`src/logic/scr_pkg.sv`:
```
// Purpose: Shared constants and types for the sensor control register bank.
// Assumes: 16-bit direct-space words addressed by their printed byte offsets.
// Notes: Both ends of the register link import this package.
package scr_pkg;
  // ==========================================================================
  // Register offsets
  localparam logic [7:0] SCR_OFS_CTRL = 8'h32;
  localparam logic [7:0] SCR_OFS_THR = 8'h36;
  localparam logic [7:0] SCR_OFS_CHAN = 8'h38;
  localparam logic [7:0] SCR_OFS_FILT = 8'h3a;
  localparam logic [7:0] SCR_OFS_RSVD = 8'h3c;
  localparam logic [7:0] SCR_OFS_KEY = 8'h3e;
  localparam logic [7:0] SCR_OFS_ID0 = 8'h00;
  localparam logic [7:0] SCR_OFS_ID1 = 8'h01;
  // Host command port offsets.
  localparam logic [3:0] SCR_HOFS_ADDR = 4'h0;
  localparam logic [3:0] SCR_HOFS_WDATA = 4'h1;
  localparam logic [3:0] SCR_HOFS_CMD = 4'h2;
  localparam logic [3:0] SCR_HOFS_RDATA = 4'h3;
  localparam logic [3:0] SCR_HOFS_STAT = 4'h4;
  // ==========================================================================
  // Field positions and masks
  localparam int SCR_B_START = 12;
  localparam int SCR_B_IFLAG = 11;
  localparam int SCR_B_READY = 10;
  localparam logic [15:0] SCR_MSK_CTRL = 16'h007e;
  localparam logic [15:0] SCR_MSK_THR = 16'h0fff;
  localparam logic [15:0] SCR_MSK_CHAN = 16'h3f7f;
  localparam logic [15:0] SCR_MSK_FILT = 16'h077f;
  localparam int SCR_B_SIGN = 2;
  localparam int SCR_B_LATCH = 1;
  localparam int SCR_B_PPOL = 0;
  localparam logic [2:0] SCR_PM_LP3 = 3'h3;
  localparam logic [2:0] SCR_PM_LP4 = 3'h4;
  localparam logic [15:0] SCR_RST_ZERO = 16'h0000;
  // ==========================================================================
  // Identity rows; the values are arbitrary.
  localparam logic [3:0] SCR_FACTORY_TAG = 4'h5;
  localparam logic [7:0] SCR_DIE_Y_POSITION = 8'h2a;
  localparam logic [15:0] SCR_UNLOCK_VALUE = 16'ha5c3;
  localparam int SCR_CONV_CYCLES = 8;
  typedef enum logic [1:0] {
    SCR_H_IDLE = 2'b00,
    SCR_H_WR = 2'b01,
    SCR_H_RD = 2'b10,
    SCR_H_WAIT = 2'b11
  } scr_hstate_t;
endpackage

```
`src/logic/scr_link_if.sv`:
```
// Purpose: Register link between host and sensor control register bank.
// Assumes: One clock; read data valid the cycle after the read strobe.
// Notes: Multifunction pin carried as level plus enable.
`timescale 1ns/100ps
`default_nettype none
interface scr_link_if;
  logic [7:0] addr;
  logic [15:0] wdata;
  logic wr;
  logic rd;
  logic [15:0] rdata;
  logic [31:0] row_data;
  logic ecc_single;
  logic ecc_multi;
  logic pin_drv;
  logic pin_oe;
  logic pin_host;
  modport device (input addr, wdata, wr, rd, pin_host,
    output rdata, row_data, ecc_single, ecc_multi, pin_drv, pin_oe);
  modport host (output addr, wdata, wr, rd, pin_host,
    input rdata, row_data, ecc_single, ecc_multi, pin_drv, pin_oe);
endinterface
`default_nettype wire

```
`src/logic/scr_device.sv`:
```
// Purpose: Device end of the sensor control register bank.
// Assumes: Host keeps reserved register zero and clears flags by writing zero.
// Notes: Conversion engine is a short counter standing in for the sensor.
// Notes on behaviour
// - Start bit launches conversion when ready clear
// - Standby until start bit or pin active
// - Interrupt flag latches; host writes zero clears
// - Ready flag latches after conversion; host clears
// - Sleep interval field steers duty cycle
// - Power mode field selects power configuration
// - Twelve-bit threshold split high and low
// - Channel off bits disable each channel
// - Invert bits flip each channel polarity
// - Source field picks compared signal
// - Sign bit picks below or above
// - Latch bit holds pin after condition clears
// - Polarity bit sets pin active level
// - Low-power bandwidth used in modes three, four
// - Active bandwidth used in modes zero to two
// - Angle direction bit sets code slope
// - Plane select picks angle axis pair
// - Host keeps reserved register at zero
// - Host writes key; device grants access
// - Rows report single and multi-bit errors
// - Identity rows hold tag and die position
`timescale 1ns/100ps
`default_nettype none
module scr_device
  import scr_pkg::*;
(
  // Clock and reset
  input wire logic clk_sys,
  input wire logic rst_n,
  // Register link
  scr_link_if.device lnk,
  // Sensor side
  input wire logic [11:0] sense_value [16],
  input wire logic row_sel,
  input wire logic [1:0] row_ecc_err,
  output logic [2:0] chan_off,
  output logic [2:0] chan_invert,
  output logic [2:0] bandwidth_sel,
  output logic [2:0] sleep_interval,
  output logic [2:0] power_mode,
  output logic [3:0] angle_cfg,
  output logic memory_unlocked,
  output logic converting
);
  import scr_pkg::*;
  // ==========================================================================
  // Register state
  logic [15:0] ctrl_r, ctrl_nxt, thr_r, thr_nxt, chan_r, chan_nxt;
  logic [15:0] filt_r, filt_nxt, rsvd_r, rsvd_nxt, key_r, key_nxt;
  logic [15:0] rdata_r, rdata_nxt;
  logic [3:0] cnt_r, cnt_nxt;
  logic busy_r, busy_nxt, iflag_r, iflag_nxt, ready_r, ready_nxt;
  logic pin_act_r, pin_act_nxt, held_r, held_nxt;
  logic drv_r, drv_nxt, unl_r, unl_nxt;
  logic [2:0] bw_r, bw_nxt;
  logic [2:0] ps_r;
  logic [31:0] row_r, row_nxt;
  logic [1:0] ecc_r, ecc_nxt;
  logic cond, pin_req, wr_ctrl;
  logic [11:0] sig;

  function automatic logic [15:0] merge(input logic [15:0] d, input logic [15:0] m);
    merge = d & m;
  endfunction

  // Pin input synchroniser: first stage feeds only the second.
  always_ff @(posedge clk_sys or negedge rst_n) begin
    if (!rst_n) begin
      // Reset to the idle level of an active-low pin, so no false start follows reset.
      ps_r <= 3'h7;
    end else begin
      ps_r <= {ps_r[1:0], lnk.pin_host};
    end
  end

  always_comb begin
    wr_ctrl = lnk.wr && (lnk.addr == SCR_OFS_CTRL);
    sig = sense_value[chan_r[6:3]];
    cond = chan_r[SCR_B_SIGN] ? (sig > thr_r[11:0]) : (sig < thr_r[11:0]);
    // Pin counts as active only when second and third stages agree.
    pin_req = (ps_r[1] == ps_r[2]) && (ps_r[2] == chan_r[SCR_B_PPOL]) && !busy_r;
    ctrl_nxt = ctrl_r;
    thr_nxt = thr_r;
    chan_nxt = chan_r;
    filt_nxt = filt_r;
    rsvd_nxt = rsvd_r;
    key_nxt = key_r;
    busy_nxt = busy_r;
    cnt_nxt = cnt_r;
    iflag_nxt = iflag_r;
    ready_nxt = ready_r;
    if (lnk.wr) begin
      unique case (lnk.addr)
        SCR_OFS_CTRL: ctrl_nxt = merge(lnk.wdata, SCR_MSK_CTRL);
        SCR_OFS_THR: thr_nxt = merge(lnk.wdata, SCR_MSK_THR);
        SCR_OFS_CHAN: chan_nxt = merge(lnk.wdata, SCR_MSK_CHAN);
        SCR_OFS_FILT: filt_nxt = merge(lnk.wdata, SCR_MSK_FILT);
        SCR_OFS_RSVD: rsvd_nxt = lnk.wdata;
        SCR_OFS_KEY: key_nxt = lnk.wdata;
        default: ;
      endcase
    end
    // Writes of zero clear the flags; a same-cycle event still sets them.
    if (wr_ctrl && !lnk.wdata[SCR_B_IFLAG]) begin
      iflag_nxt = 1'b0;
    end
    if (wr_ctrl && !lnk.wdata[SCR_B_READY]) begin
      ready_nxt = 1'b0;
    end
    if (!busy_r && ((wr_ctrl && lnk.wdata[SCR_B_START] && !ready_r) || pin_req)) begin
      busy_nxt = 1'b1;
      cnt_nxt = 4'h0;
    end else if (busy_r) begin
      cnt_nxt = cnt_r + 4'h1;
      if (cnt_r == 4'(SCR_CONV_CYCLES - 1)) begin
        busy_nxt = 1'b0;
        ready_nxt = 1'b1;
      end
    end
    if (busy_r && cond) begin
      iflag_nxt = 1'b1;
    end
    held_nxt = chan_r[SCR_B_LATCH] ? (held_r || cond) : 1'b0;
    pin_act_nxt = cond || held_r;
    drv_nxt = chan_nxt[SCR_B_PPOL] ? pin_act_nxt : !pin_act_nxt;
    bw_nxt = ((ctrl_nxt[3:1] == SCR_PM_LP3) || (ctrl_nxt[3:1] == SCR_PM_LP4))
             ? filt_nxt[10:8] : filt_nxt[6:4];
    unl_nxt = (key_nxt == SCR_UNLOCK_VALUE);
  end

  always_comb begin
    rdata_nxt = SCR_RST_ZERO;
    if (lnk.rd) begin
      unique case (lnk.addr)
        SCR_OFS_CTRL: rdata_nxt = ctrl_r | {3'h0, busy_r, iflag_r, ready_r, 10'h000};
        SCR_OFS_THR: rdata_nxt = thr_r;
        SCR_OFS_CHAN: rdata_nxt = chan_r;
        SCR_OFS_FILT: rdata_nxt = filt_r;
        SCR_OFS_RSVD: rdata_nxt = rsvd_r;
        SCR_OFS_KEY: rdata_nxt = key_r;
        default: rdata_nxt = SCR_RST_ZERO;
      endcase
    end
    // Identity rows are registered from fixed content, with the error flags in bits 31:30.
    row_nxt = row_sel ? {6'h00, SCR_FACTORY_TAG, 22'h000000}
                      : {6'h00, SCR_FACTORY_TAG, SCR_DIE_Y_POSITION, 14'h0000};
    row_nxt[31:30] = row_ecc_err;
    ecc_nxt = row_ecc_err;
  end

  always_ff @(posedge clk_sys or negedge rst_n) begin
    if (!rst_n) begin
      ctrl_r <= SCR_RST_ZERO;
      thr_r <= SCR_RST_ZERO;
      chan_r <= SCR_RST_ZERO;
      filt_r <= SCR_RST_ZERO;
      rsvd_r <= SCR_RST_ZERO;
      key_r <= SCR_RST_ZERO;
      rdata_r <= SCR_RST_ZERO;
      cnt_r <= 4'h0;
      busy_r <= 1'b0;
      iflag_r <= 1'b0;
      ready_r <= 1'b0;
      pin_act_r <= 1'b0;
      held_r <= 1'b0;
      drv_r <= 1'b1;
      bw_r <= 3'h0;
      unl_r <= 1'b0;
      row_r <= 32'h00000000;
      ecc_r <= 2'h0;
    end else begin
      ctrl_r <= ctrl_nxt;
      thr_r <= thr_nxt;
      chan_r <= chan_nxt;
      filt_r <= filt_nxt;
      rsvd_r <= rsvd_nxt;
      key_r <= key_nxt;
      rdata_r <= rdata_nxt;
      cnt_r <= cnt_nxt;
      busy_r <= busy_nxt;
      iflag_r <= iflag_nxt;
      ready_r <= ready_nxt;
      pin_act_r <= pin_act_nxt;
      held_r <= held_nxt;
      drv_r <= drv_nxt;
      bw_r <= bw_nxt;
      unl_r <= unl_nxt;
      row_r <= row_nxt;
      ecc_r <= ecc_nxt;
    end
  end

  // ==========================================================================
  // Outputs, all from flip-flops
  assign lnk.rdata = rdata_r;
  assign lnk.row_data = row_r;
  assign lnk.ecc_single = ecc_r[0];
  assign lnk.ecc_multi = ecc_r[1];
  // Pin drives only while the threshold condition holds or the latch bit holds it, so the host may start samples otherwise.
  assign lnk.pin_drv = drv_r;
  assign lnk.pin_oe = pin_act_r;
  assign chan_off = chan_r[13:11];
  assign chan_invert = chan_r[10:8];
  assign bandwidth_sel = bw_r;
  assign sleep_interval = ctrl_r[6:4];
  assign power_mode = ctrl_r[3:1];
  assign angle_cfg = filt_r[3:0];
  assign memory_unlocked = unl_r;
  assign converting = busy_r;
endmodule
`default_nettype wire

```
`src/flat_wrapper.sv`:
```
// flat-port wrapper written by rule: the top's interface ports become plain ports
module scr_device_flat import scr_pkg::*;
  (clk_sys, rst_n, sense_value, row_sel, row_ecc_err, chan_off, chan_invert, bandwidth_sel, sleep_interval, power_mode, angle_cfg, memory_unlocked, converting, lnk_addr, lnk_wdata, lnk_wr, lnk_rd, lnk_pin_host, lnk_rdata, lnk_row_data, lnk_ecc_single, lnk_ecc_multi, lnk_pin_drv, lnk_pin_oe);
  scr_link_if lnk_i ();
  input wire logic clk_sys;
  input wire logic rst_n;
  input wire logic [11:0] sense_value[16];
  input wire logic row_sel;
  input wire logic [1:0] row_ecc_err;
  output logic [2:0] chan_off;
  output logic [2:0] chan_invert;
  output logic [2:0] bandwidth_sel;
  output logic [2:0] sleep_interval;
  output logic [2:0] power_mode;
  output logic [3:0] angle_cfg;
  output logic memory_unlocked;
  output logic converting;
  input wire logic [$bits(lnk_i.addr)-1:0] lnk_addr;
  input wire logic [$bits(lnk_i.wdata)-1:0] lnk_wdata;
  input wire logic [$bits(lnk_i.wr)-1:0] lnk_wr;
  input wire logic [$bits(lnk_i.rd)-1:0] lnk_rd;
  input wire logic [$bits(lnk_i.pin_host)-1:0] lnk_pin_host;
  output wire logic [$bits(lnk_i.rdata)-1:0] lnk_rdata;
  output wire logic [$bits(lnk_i.row_data)-1:0] lnk_row_data;
  output wire logic [$bits(lnk_i.ecc_single)-1:0] lnk_ecc_single;
  output wire logic [$bits(lnk_i.ecc_multi)-1:0] lnk_ecc_multi;
  output wire logic [$bits(lnk_i.pin_drv)-1:0] lnk_pin_drv;
  output wire logic [$bits(lnk_i.pin_oe)-1:0] lnk_pin_oe;
  assign lnk_i.addr = lnk_addr;
  assign lnk_i.wdata = lnk_wdata;
  assign lnk_i.wr = lnk_wr;
  assign lnk_i.rd = lnk_rd;
  assign lnk_i.pin_host = lnk_pin_host;
  assign lnk_rdata = lnk_i.rdata;
  assign lnk_row_data = lnk_i.row_data;
  assign lnk_ecc_single = lnk_i.ecc_single;
  assign lnk_ecc_multi = lnk_i.ecc_multi;
  assign lnk_pin_drv = lnk_i.pin_drv;
  assign lnk_pin_oe = lnk_i.pin_oe;
  scr_device u_core (.clk_sys(clk_sys), .rst_n(rst_n), .lnk(lnk_i), .sense_value(sense_value), .row_sel(row_sel), .row_ecc_err(row_ecc_err), .chan_off(chan_off), .chan_invert(chan_invert), .bandwidth_sel(bandwidth_sel), .sleep_interval(sleep_interval), .power_mode(power_mode), .angle_cfg(angle_cfg), .memory_unlocked(memory_unlocked), .converting(converting));
endmodule
```
`config.mk`:
```
export PLATFORM = sky130hd
export DESIGN_NAME = scr_device_flat
export DESIGN_NICKNAME = d
export VERILOG_FILES = /design/src/logic/scr_pkg.sv /design/src/logic/scr_link_if.sv /design/src/logic/scr_device.sv /design/src/flat_wrapper.sv
export SDC_FILE = /design/constraint.sdc
export NUM_CORES = 1
export LEC_CHECK = 0
export ABC_AREA = 1
export BUFFER_PORTS_ARGS = -buffer_cell sky130_fd_sc_hd__buf_2
export CAP_MARGIN = 25
export CORE_MARGIN = 8
export CORE_UTILIZATION = 44
export CTS_CLUSTER_SIZE = 40
export DETAILED_ROUTE_END_ITERATION = 6
export PLACE_DENSITY_LB_ADDON = 0.3
export SYNTH_ARGS = -nofsm -noshare
export SYNTH_HDL_FRONTEND = slang
export SYNTH_SLANG_ARGS = --single-unit
```
`constraint.sdc`:
```
create_clock -name clk_sys -period 2.2 [get_ports clk_sys]
set_clock_uncertainty 0.1 [all_clocks]
set_input_delay 0.11 -clock clk_sys [delete_from_list [all_inputs] [get_ports clk_sys]]
set_output_delay 0.11 -clock clk_sys [all_outputs]
set_load 0.005 [all_outputs]
```
==> impl_metrics.json, run 1 <==
{
  "status": "finished with violations",
  "violations": "negative hold slack, negative setup slack",
  "gp_congestion": 1.011,
  "die_area_um2": 20290,
  "clk_pin_slew_ps": 70,
  "pre_cts_slack_ps": -418.0,
  "cts.root.buffer_cell": "clkbuf_16",
  "die-height_um": 142.4,
  "rsz0062_at_grt": "true",
  "via_count": 7874,
  "fin_nets": 1499,
  "place_area_um2": 8772,
  "ys_async_sr_fraction_pct": 100.0,
  "finalWorstSetupSlack_ps": -381.2,
  "critical_path_required_ps": 2390,
  "post_synth_num_cell_types": 36,
  "grt_pass1_vias": 7812,
  "n_fill_cell": 1512,
  "drive_gt1_share_pct": 29.12,
  "hold_violations": 1,
  "yosysWarnings": 0,
  "worstPathArrival_ps": 2770,
  "drt-vias-per-instance": 5.299,
  "finalPower_mw": 5.074,
  "slowest_stage": "dfrtp_2",
  "synth-edff-count": 0,
  "cp-start-kind": "flop",
  "fp-row-count": 46,
  "cts.htree.levels": 3,
  "relSlewSlack_pct": 62.99,
  "power.share.switching_pct": 29.36,
  "layout_common_cells": "270 x buf_2, 220 x nand2_1, 150 x o21ai_0",
  "coreArea_um2": 15770,
  "drtAntennaViolNets": 0,
  "synth_top_flop_cell": "dfrtp_1",
  "ys_ff_latch": 110,
  "insertion_delay_ps": 350,
  "worstPathMaxFanout": 42,
  "initial_core_util_pct": 44.60,
  "maxSlewViolCount": 0,
  "antenna_found_initial": 4,
  "ios": 297,
  "clkPwrFrac_pct": 32.9,
  "numCtsBuffers": 9,
  "power.density_nw_per_um2": 546.2,
  "cts_tree": "built",
  "drt_wl_total_mm": 27.79,
  "setup_violations": 4,
  "clk_path_buf_depth": 2,
  "drtIter0Drc": 522,
  "final.period_utilization_pct": 117.3,
  "dp.cells": 1448,
  "tightestPinTransition_ps": 555.2,
  "numClockSinks": 110,
  "cp_num_buf_inv": 1,
  "io_buffer_count": 271,
  "yosysSeqAreaShare_pct": 39.21,
  "netlist_instances": 981,
  "drt_pass1_iterations": 5,
  "syn_avg_cell_area_um2": 7.169,
  "crit_family": "compound AO/OA/AOI/OAI gates",
  "avgRoutedWirePerCell_um": 18.70,
  "postLayoutCoreUtil_pct": 58.90,
  "fmax_mhz": 387.4,
  "cpPeakStageDelay_ps": 470,
  "grt_max_degree": 43,
  "layout.cells.non_filler": 1486,
  "pwr-share-seq_pct": 44.6,
  "area_growth_pct": 32.08,
  "drc_errors": 0,
  "timing_worst_setup_path_type": "reg2reg",
  "worstPathCellList": "buf_6, o21ai_0, o22ai_1, o211ai_1, nand2_1, ha_1, a21oi_1, nand2_1, nand2_1, nand3_1, nand2_1, nand2_2, nand2_1, nand2_1, nand2_1",
  "endpoint_kind": "flop",
  "overflow": 0,
  "grt_usage_pct": 26.64,
  "p_leak_nw": 4.742,
  "grt_pass1_wl_mm": 42.38,
  "combinationalPowerShare_pct": 22.5,
  "hold_class": "in2reg",
  "p_sw_mw": 1.490,
  "internal_power_mw": 3.584,
  "die_w_um": 142.4,
  "hold-worst-slack_ps": -1.284,
  "final_cell_area_um2": 9289,
  "cp_common_cell": "nand2_1",
  "final_common_cell": "buf_2",
  "min_period_ps": 2581,
  "max_cap_viol_count": 0,
  "syn-cell-area_um2": 7033,
  "ir_drop_mv": 0.4232,
  "dp_hpwl_mm": 22.10
}
-- power by group through the flow --
stage,combinational [mW],clock [mW],sequential (mW)
floorplan,0.607,0,2.28
global placement,1.08,0,2.30
detailed placement,1.10,0,2.30
CTS,1.13,1.69,2.26
global route,1.28,1.75,2.28
finish,1.14,1.67,2.26
-- synth_stat cells (4+ instances only) --
cell type  instances  area (µm²)
nand3_1           26       130.1
o211ai_1          16       120.1
a21oi_1           13       65.06
o21ai_0          162       810.8
o221ai_1          33       289.0
nor2_1           128       480.5
buf_2             14       70.07
o21ai_1           15       75.07
nor3_1             7       35.03
nand2_1          221       829.6
nand2_2            7       43.79
dfstp_2            4       105.1
ha_1              13       162.7
inv_2              4       15.01
o22ai_1           17       106.4
buf_4             41       307.8
nand4_1           17       106.4
inv_1             76       285.3
dfrtp_1          106        2653
clkbuf_1          39       146.4
-- final cells by class --
cell class              instances  area, µm²  area share (%)
multi-input cells             719       3531           38.01
flip-flops and latches        110       2759           29.70
repair buffers                342       2118           22.80
inverters                      80      302.8           3.260
well taps                     216      270.3           2.909
clock buffers                  11      242.7           2.613
clock inverters                 5      57.56          0.6196
diodes                          3      7.507         0.08082
-- state kept, by name, indices dropped and copies added, names as in the netlist --
| signal | count |
|---|---|
| u_core.filt_r | 10 |
| u_core.converting | 1 |
| u_core.ready_r | 1 |
| u_core.cnt_r | 4 |
| u_core.ecc_r | 1 |
| u_core.ps_r | 3 |
| u_core.held_r | 1 |
| u_core.memory_unlocked | 1 |
| u_core.ctrl_r | 6 |
| u_core.iflag_r | 1 |
| u_core.bandwidth_sel | 3 |
| u_core.lnk.row_data | 3 |
| u_core.key_r | 16 |
| u_core.rsvd_r | 16 |
| u_core.lnk.pin_drv | 1 |
| u_core.lnk.pin_oe | 1 |
| u_core.lnk.rdata | 16 |
| u_core.thr_r | 12 |
| u_core.chan_r | 13 |
-- per-stage QoR --
step	setup TNS (ps)	hold WS (ps)
after floorplan	-98.60	-285.6
after global placement	-1125	29.89
after detailed placement	-1510	41.48
after CTS	-1266	4.166
after global routing	-2159	37.51
final	-1360	-1.284
-- tightest hold or removal path: cells and delay by family --
| kind | cells | cell delay (ps) |
|---|---|---|
| buf+inv | 2 | 140 |
| compound gates | 1 | 150 |
-- kinds of logic after synthesis --
| group | count (synthesis) | share of synthesized area (%) |
|---|---|---|
| simple gates | 414 | 24.50 |
| compound gates | 266 | 21.94 |
| buf+inv | 176 | 11.94 |
| other cells | 2 | 0.1068 |
| fa+ha+maj | 13 | 2.313 |
| flops | 110 | 39.21 |
-- what timing repair did --
item	in CTS	in global routing
pin swaps	0	4
buffers inserted	0	1
endpoints found under the setup margin	4	4
gates resized for setup	8	6
endpoints found under the hold margin	59	0
cloned	0	1
hold buffers	17	0
-- metal layers --
metal  wire [µm]  vias to the layer above  share of wire, %  global-route usage (%)
met3        2202                       51               7.9                   4.059
li1            -                     3784                 -                       -
met4         728                        2               2.6                   9.620
met2       13990                      367                50                   46.69
met5          13                        -             0.047                       0
met1       10850                     3670                39                   32.49
-- path summary, 6_finish.rpt --
check	startpoint	to	slack (ps)	cells past startpoint
min in group asynchronous	rst_n	u_core.lnk.rdata[1]$_DFF_PN0_	200	2
worst min-delay path	lnk_wdata[12]	u_core.rsvd_r[12]$_DFFE_PN0P_	-1	3
worst min register to register	u_core.ps_r[0]$_DFF_PN1_	u_core.ps_r[1]$_DFF_PN1_	260	0
worst max-delay path	u_core.chan_r[3]$_DFFE_PN0P_	u_core.lnk.pin_drv$_DFF_PN1_	-380	15
max in group asynchronous	rst_n	u_core.lnk.pin_drv$_DFF_PN1_	1160	3
worst max register to register	u_core.chan_r[3]$_DFFE_PN0P_	u_core.lnk.pin_drv$_DFF_PN1_	-380	15
Power figures use the tool's default switching activity.
==> run 2, diff against run 1 <==
SKIP_LAST_GASP = 1   (was default)
==> impl_metrics.json, run 2 (synthesis gave the netlist of run 1 again) <==
{
  "status": "finished with violations",
  "violations": "negative hold slack, negative setup slack",
  "endpoint_kind": "flop",
  "timing_worst_setup_path_type": "reg2reg",
  "power.density_nw_per_um2": 545.5,
  "fmax_mhz": 385.1,
  "final_common_cell": "buf_2",
  "drt-vias-per-instance": 5.336,
  "coreArea_um2": 15770,
  "slowest_stage": "dfrtp_2",
  "area_growth_pct": 32.25,
  "worstRegToRegCells": 18,
  "cts_tree": "built",
  "clk_pin_slew_ps": 70,
  "register_area_um2": 2759,
  "avgRoutedWirePerCell_um": 18.75,
  "setup_violations": 4,
  "drtIter0Drc": 513,
  "drc_errors": 0,
  "numClockSinks": 110,
  "ios": 297,
  "via_count": 7929,
  "n_fill_cell": 1512,
  "grt_usage_pct": 26.64,
  "io_buffer_count": 271,
  "antenna_found_initial": 4,
  "tightestPinTransition_ps": 557.1,
  "min_period_ps": 2597,
  "hold_violations": 1,
  "cpPeakStageDelay_ps": 470,
  "finalPower_mw": 5.074,
  "gp_congestion": 1.011,
  "rsz0062_at_grt": "true",
  "multi_input_area_um2": 3543,
  "cts.htree.levels": 3,
  "grt_pass1_vias": 7812,
  "die_area_um2": 20290,
  "crit_family": "simple AND/OR/NAND/NOR gates",
  "cts.root.buffer_cell": "clkbuf_16",
  "die-height_um": 142.4,
  "relSlewSlack_pct": 62.86,
  "initial_core_util_pct": 44.60,
  "hold_depth": 3,
  "dp_hpwl_mm": 22.10,
  "finalWorstSetupSlack_ps": -396.7,
  "maxSlewViolCount": 0,
  "grt_max_degree": 43,
  "worst-path-stages": 18,
  "numCtsBuffers": 9,
  "critical_path_required_ps": 2380,
  "worstPathMaxFanout": 20,
  "grt_pass1_wl_mm": 42.38,
  "max_cap_viol_count": 0,
  "hold_class": "in2reg",
  "cp-start-kind": "flop",
  "die_w_um": 142.4,
  "drt_wl_total_mm": 27.86,
  "dp.cells": 1448,
  "worstPathCellList": "buf_12, buf_12, o21ai_0, o22ai_1, o211ai_1, nand2_1, ha_4, inv_1, o21bai_1, nand2_1, nand2_1, nand2_1, nand3_1, nand2_1, nand2_2, nand2_1, nand2_1, nand2_1",
  "fp-row-count": 46,
  "insertion_delay_ps": 350,
  "cp_num_buf_inv": 3,
  "cp_common_cell": "nand2_1",
  "overflow": 0,
  "drtAntennaViolNets": 0,
  "drive_gt1_share_pct": 29.20,
  "layout.cells.non_filler": 1486,
  "ir_drop_mv": 0.4220,
  "layout_common_cells": "270 x buf_2, 220 x nand2_1, 158 x o21ai_0",
  "p_leak_nw": 4.743,
  "clk_path_buf_depth": 2,
  "drt_pass1_iterations": 7,
  "worstPathArrival_ps": 2780,
  "fin_nets": 1499,
  "hold-worst-slack_ps": -0.3213,
  "final.period_utilization_pct": 118.0
}
## run 2: cell types whose count changed in the layout (fill, tap and decap cells not counted)
cell     delta
o21ai_0     +8
o21ai_1     -8
ha_4        +1
ha_1        -1
## run 2: area by class of cell
cell class	count	area share, %
clock buffer	11	2.610
tap	216	2.906
sequential	110	29.66
clock inverter	5	0.6188
inverter	80	3.255
antenna	3	0.08071
multi-input combinational	719	38.10
timing repair buffer	342	22.77
## run 2: metal layers
metal,global-route usage (%),part of all wire [%]
met4,9.620,2.5
met2,46.69,50
met1,32.49,39
met3,4.059,8.2
met5,0,0.047
## run 2: power by group
part / switching (mW) / total, mW / leakage, nW / internal, mW
Combinational: 0.639 / 1.14 / 3.17 / 0.504
Clock: 0.746 / 1.67 / 0.150 / 0.920
Sequential: 0.102 / 2.26 / 1.43 / 2.16
## run 2: worst register-to-register path: stages, from the launching register on
cell,delay (ps)
dfrtp_2,470
buf_12,180
buf_12,140
o21ai_0,150
o22ai_1,90
o211ai_1,240
nand2_1,140
ha_4,290
inv_1,30
o21bai_1,110
nand2_1,60
nand2_1,50
nand2_1,60
nand3_1,60
nand2_1,60
nand2_2,110
nand2_1,80
nand2_1,60
nand2_1,50
## run 2: what timing repair did
action	4_1_cts	5_1_grt
resized for setup	1	6
cloned	0	1
pin swaps	0	5
setup endpoints to repair	4	4
hold buffers	17	0
buffers inserted	0	1
endpoints found under the hold margin	59	0
## run 2: worst paths after layout
kind,start,to,slack [ps]
worst max register to register,u_core.chan_r[3]$_DFFE_PN0P_,u_core.lnk.pin_drv$_DFF_PN1_,-400
worst min register to register,u_core.ps_r[0]$_DFF_PN1_,u_core.ps_r[1]$_DFF_PN1_,260
max in group asynchronous,rst_n,u_core.ps_r[2]$_DFF_PN1_,1160
min in group asynchronous,rst_n,u_core.lnk.rdata[1]$_DFF_PN0_,200
worst max-delay path,u_core.chan_r[3]$_DFFE_PN0P_,u_core.lnk.pin_drv$_DFF_PN1_,-400
worst min-delay path,lnk_wdata[12],u_core.rsvd_r[12]$_DFFE_PN0P_,-0.3
## run 2: through the flow
step | setup slack, ps | TNS, ps | util (%) | hold WS [ps] | instance area, µm²
after CTS | -394.6 | -1383 | 58.63 | 4.166 | 9246
final | -396.7 | -1423 | 58.98 | -0.3213 | 9301
after global placement | -318.2 | -1125 | 55.63 | 29.89 | 8772
after global routing | -599.3 | -2188 | 58.98 | 37.51 | 9301
after detailed placement | -418.0 | -1510 | 55.63 | 41.48 | 8772
after floorplan | -61.48 | -98.60 | - | -285.6 | 7189
==> run 3, diff against run 2 <==
BUFFER_PORTS_ARGS = -buffer_cell sky130_fd_sc_hd__buf_4   (was -buffer_cell sky130_fd_sc_hd__buf_2)
==> impl_metrics.json, run 3 (synthesis gave the netlist of run 1 again) <==
{
  "status": "finished with violations",
  "violations": "negative setup slack",
  "register_area_um2": 2759,
  "cts.root.buffer_cell": "clkbuf_16",
  "endpoint_kind": "flop",
  "postLayoutCoreUtil_pct": 64.32,
  "power.density_nw_per_um2": 519.5,
  "cp-start-kind": "flop",
  "dp_hpwl_mm": 22.27,
  "maxSlewViolCount": 0,
  "cpPeakStageDelay_ps": 530,
  "met2_length_mm": 14.60,
  "io_buffer_count": 271,
  "min_period_ps": 2631,
  "initial_core_util_pct": 44.60,
  "routed.top_layer": "met4",
  "worstPathCellList": "buf_6, inv_8, buf_12, o21ai_0, o221ai_1, nand3_1, nand2_1, ha_1, nand2_2, nor2_2, nand2_2, inv_2, nand2_2, nand3_2, nand2_1, nand2_2, nand2_2, nand2_1, nand2_1",
  "fp-row-count": 46,
  "cts.htree.levels": 3,
  "worstPathMaxFanout": 9,
  "p_leak_nw": 4.997,
  "timing_worst_setup_path_type": "reg2reg",
  "gp_congestion": 0.9908,
  "setup_violations": 4,
  "grt_max_degree": 50,
  "combinationalPowerShare_pct": 25.3,
  "multi_input_area_um2": 3642,
  "grt_usage_pct": 27.28,
  "die_area_um2": 20290,
  "antenna_found_initial": 1,
  "power.share.switching_pct": 29.50,
  "pwr-share-seq_pct": 43.2,
  "die-height_um": 142.4,
  "setup_tns_ps": -1544,
  "critical_path_required_ps": 2390,
  "grt_pass1_vias": 7808,
  "coreArea_um2": 15770,
  "via_count": 8057,
  "clk_path_buf_depth": 2,
  "fmax_mhz": 380.1,
  "drt_wl_total_mm": 29.13,
  "drive_gt1_share_pct": 31.47,
  "die_w_um": 142.4,
  "worstPathArrival_ps": 2820,
  "tightestPinTransition_ps": 518.9,
  "relSlewSlack_pct": 65.41,
  "overflow": 0,
  "area_growth_pct": 44.23,
  "numCtsBuffers": 9,
  "slowest_stage": "dfrtp_2",
  "cts_tree": "built",
  "wl_met3_mm": 2.357,
  "drt_pass1_iterations": 7,
  "drtAntennaViolNets": 0,
  "p_sw_mw": 1.554,
  "drc_errors": 0,
  "ios": 297,
  "drtIter0Drc": 556,
  "internal_power_mw": 3.715,
  "clk_pin_slew_ps": 80,
  "hold_class": "in2reg",
  "cp_common_cell": "nand2_2",
  "grt_pass1_wl_mm": 42.94,
  "drt-vias-per-instance": 5.426,
  "insertion_delay_ps": 360,
  "n_fill_cell": 1457,
  "max_cap_viol_count": 0,
  "avgRoutedWirePerCell_um": 19.61,
  "wl_met1_mm": 11.20,
  "final_common_cell": "buf_4",
  "ir_drop_mv": 0.5031,
  "clkPwrFrac_pct": 31.5,
  "rsz0062_at_grt": "true",
  "final.period_utilization_pct": 119.6,
  "layout_common_cells": "302 x buf_4, 214 x nand2_1, 123 x nor2_1",
  "numClockSinks": 110,
  "finalWorstSetupSlack_ps": -431.1,
  "fin_nets": 1500,
  "hold_violations": 0
}
[run 3: cell types whose count changed in the layout (fill, tap and decap cells not counted), sizes merged]
cell	delta
buf	-4
clkbuf	+2
diode	-2
clkinv	+1
clkinvlp	+1
inv	+1
[run 3: critical path, delay by kind of cell, from the launching register on]
kind	cells	cell delay, ps
DFF	1	530
and+or+nand+nor	12	910
AOI/OAI and AO/OA	2	350
buffers and inverters	4	390
adders and majority gates	1	290
[run 3: power groups by stage]
stage                     combinational, mW  clock (mW)  sequential, mW
after floorplan                       0.607           0            2.28
after global placement                 1.18           0            2.30
after detailed placement               1.20           0            2.31
after CTS                              1.25        1.67            2.27
after global routing                   1.47        1.75            2.29
final                                  1.34        1.66            2.28
[run 3: path summary, 6_finish.rpt]
| kind | endpoint | slack [ps] | from | depth (start not counted) |
|---|---|---|---|---|
| max | u_core.lnk.pin_drv$_DFF_PN1_ | -430 | u_core.chan_r[3]$_DFFE_PN0P_ | 19 |
| min | u_core.rsvd_r[12]$_DFFE_PN0P_ | 4 | lnk_wdata[12] | 3 |
| max reg2reg | u_core.lnk.pin_drv$_DFF_PN1_ | -430 | u_core.chan_r[3]$_DFFE_PN0P_ | 19 |
| min reg2reg | u_core.ps_r[1]$_DFF_PN1_ | 260 | u_core.ps_r[0]$_DFF_PN1_ | 0 |
| max in group asynchronous | u_core.key_r[11]$_DFF_PN0_ | 1090 | rst_n | 3 |
| min in group asynchronous | u_core.ecc_r[0]$_DFF_PN0_ | 190 | rst_n | 2 |
[run 3: routing by layer]
metal	vias to the layer above	global-route usage (%)
met5	-	0
met4	0	10.12
met3	61	4.327
met2	409	47.95
met1	3798	32.95
li1	3789	-
[run 3: what timing repair did]
item	4_1_cts	5_1_grt
setup buffers	0	2
endpoints found under the hold margin	57	0
gates resized for setup	11	78
setup endpoints to repair	4	4
pin swaps	4	15
hold buffers	17	0
gates cloned	0	7
[run 3: final cells by class]
class / instances / share of cell area [%]
sequential: 110 / 27.20
tap: 216 / 2.664
antenna: 1 / 0.02467
multi-input combinational: 719 / 35.91
timing repair buffer: 342 / 28.15
clock inverter: 7 / 0.6908
inverter: 80 / 3.034
clock buffer: 9 / 2.220
timing repair inverter: 1 / 0.1110
[run 3: stage by stage]
| step | cells | worst slack [ps] | cell area (µm²) | hold slack [ps] | total power [mW] |
|---|---|---|---|---|---|
| after floorplan | 1005 | -61.48 | 7189 | -285.6 | 2.887 |
| after global placement | 1442 | -312.6 | 9340 | 11.91 | 3.488 |
| after detailed placement | 1442 | -381.9 | 9340 | 9.930 | 3.509 |
| after CTS | 1475 | -336.4 | 9847 | 12.18 | 5.190 |
| after global routing | 1485 | -650.7 | 10140 | 29.95 | 5.512 |
| final | 1485 | -431.1 | 10140 | 3.864 | 5.270 |
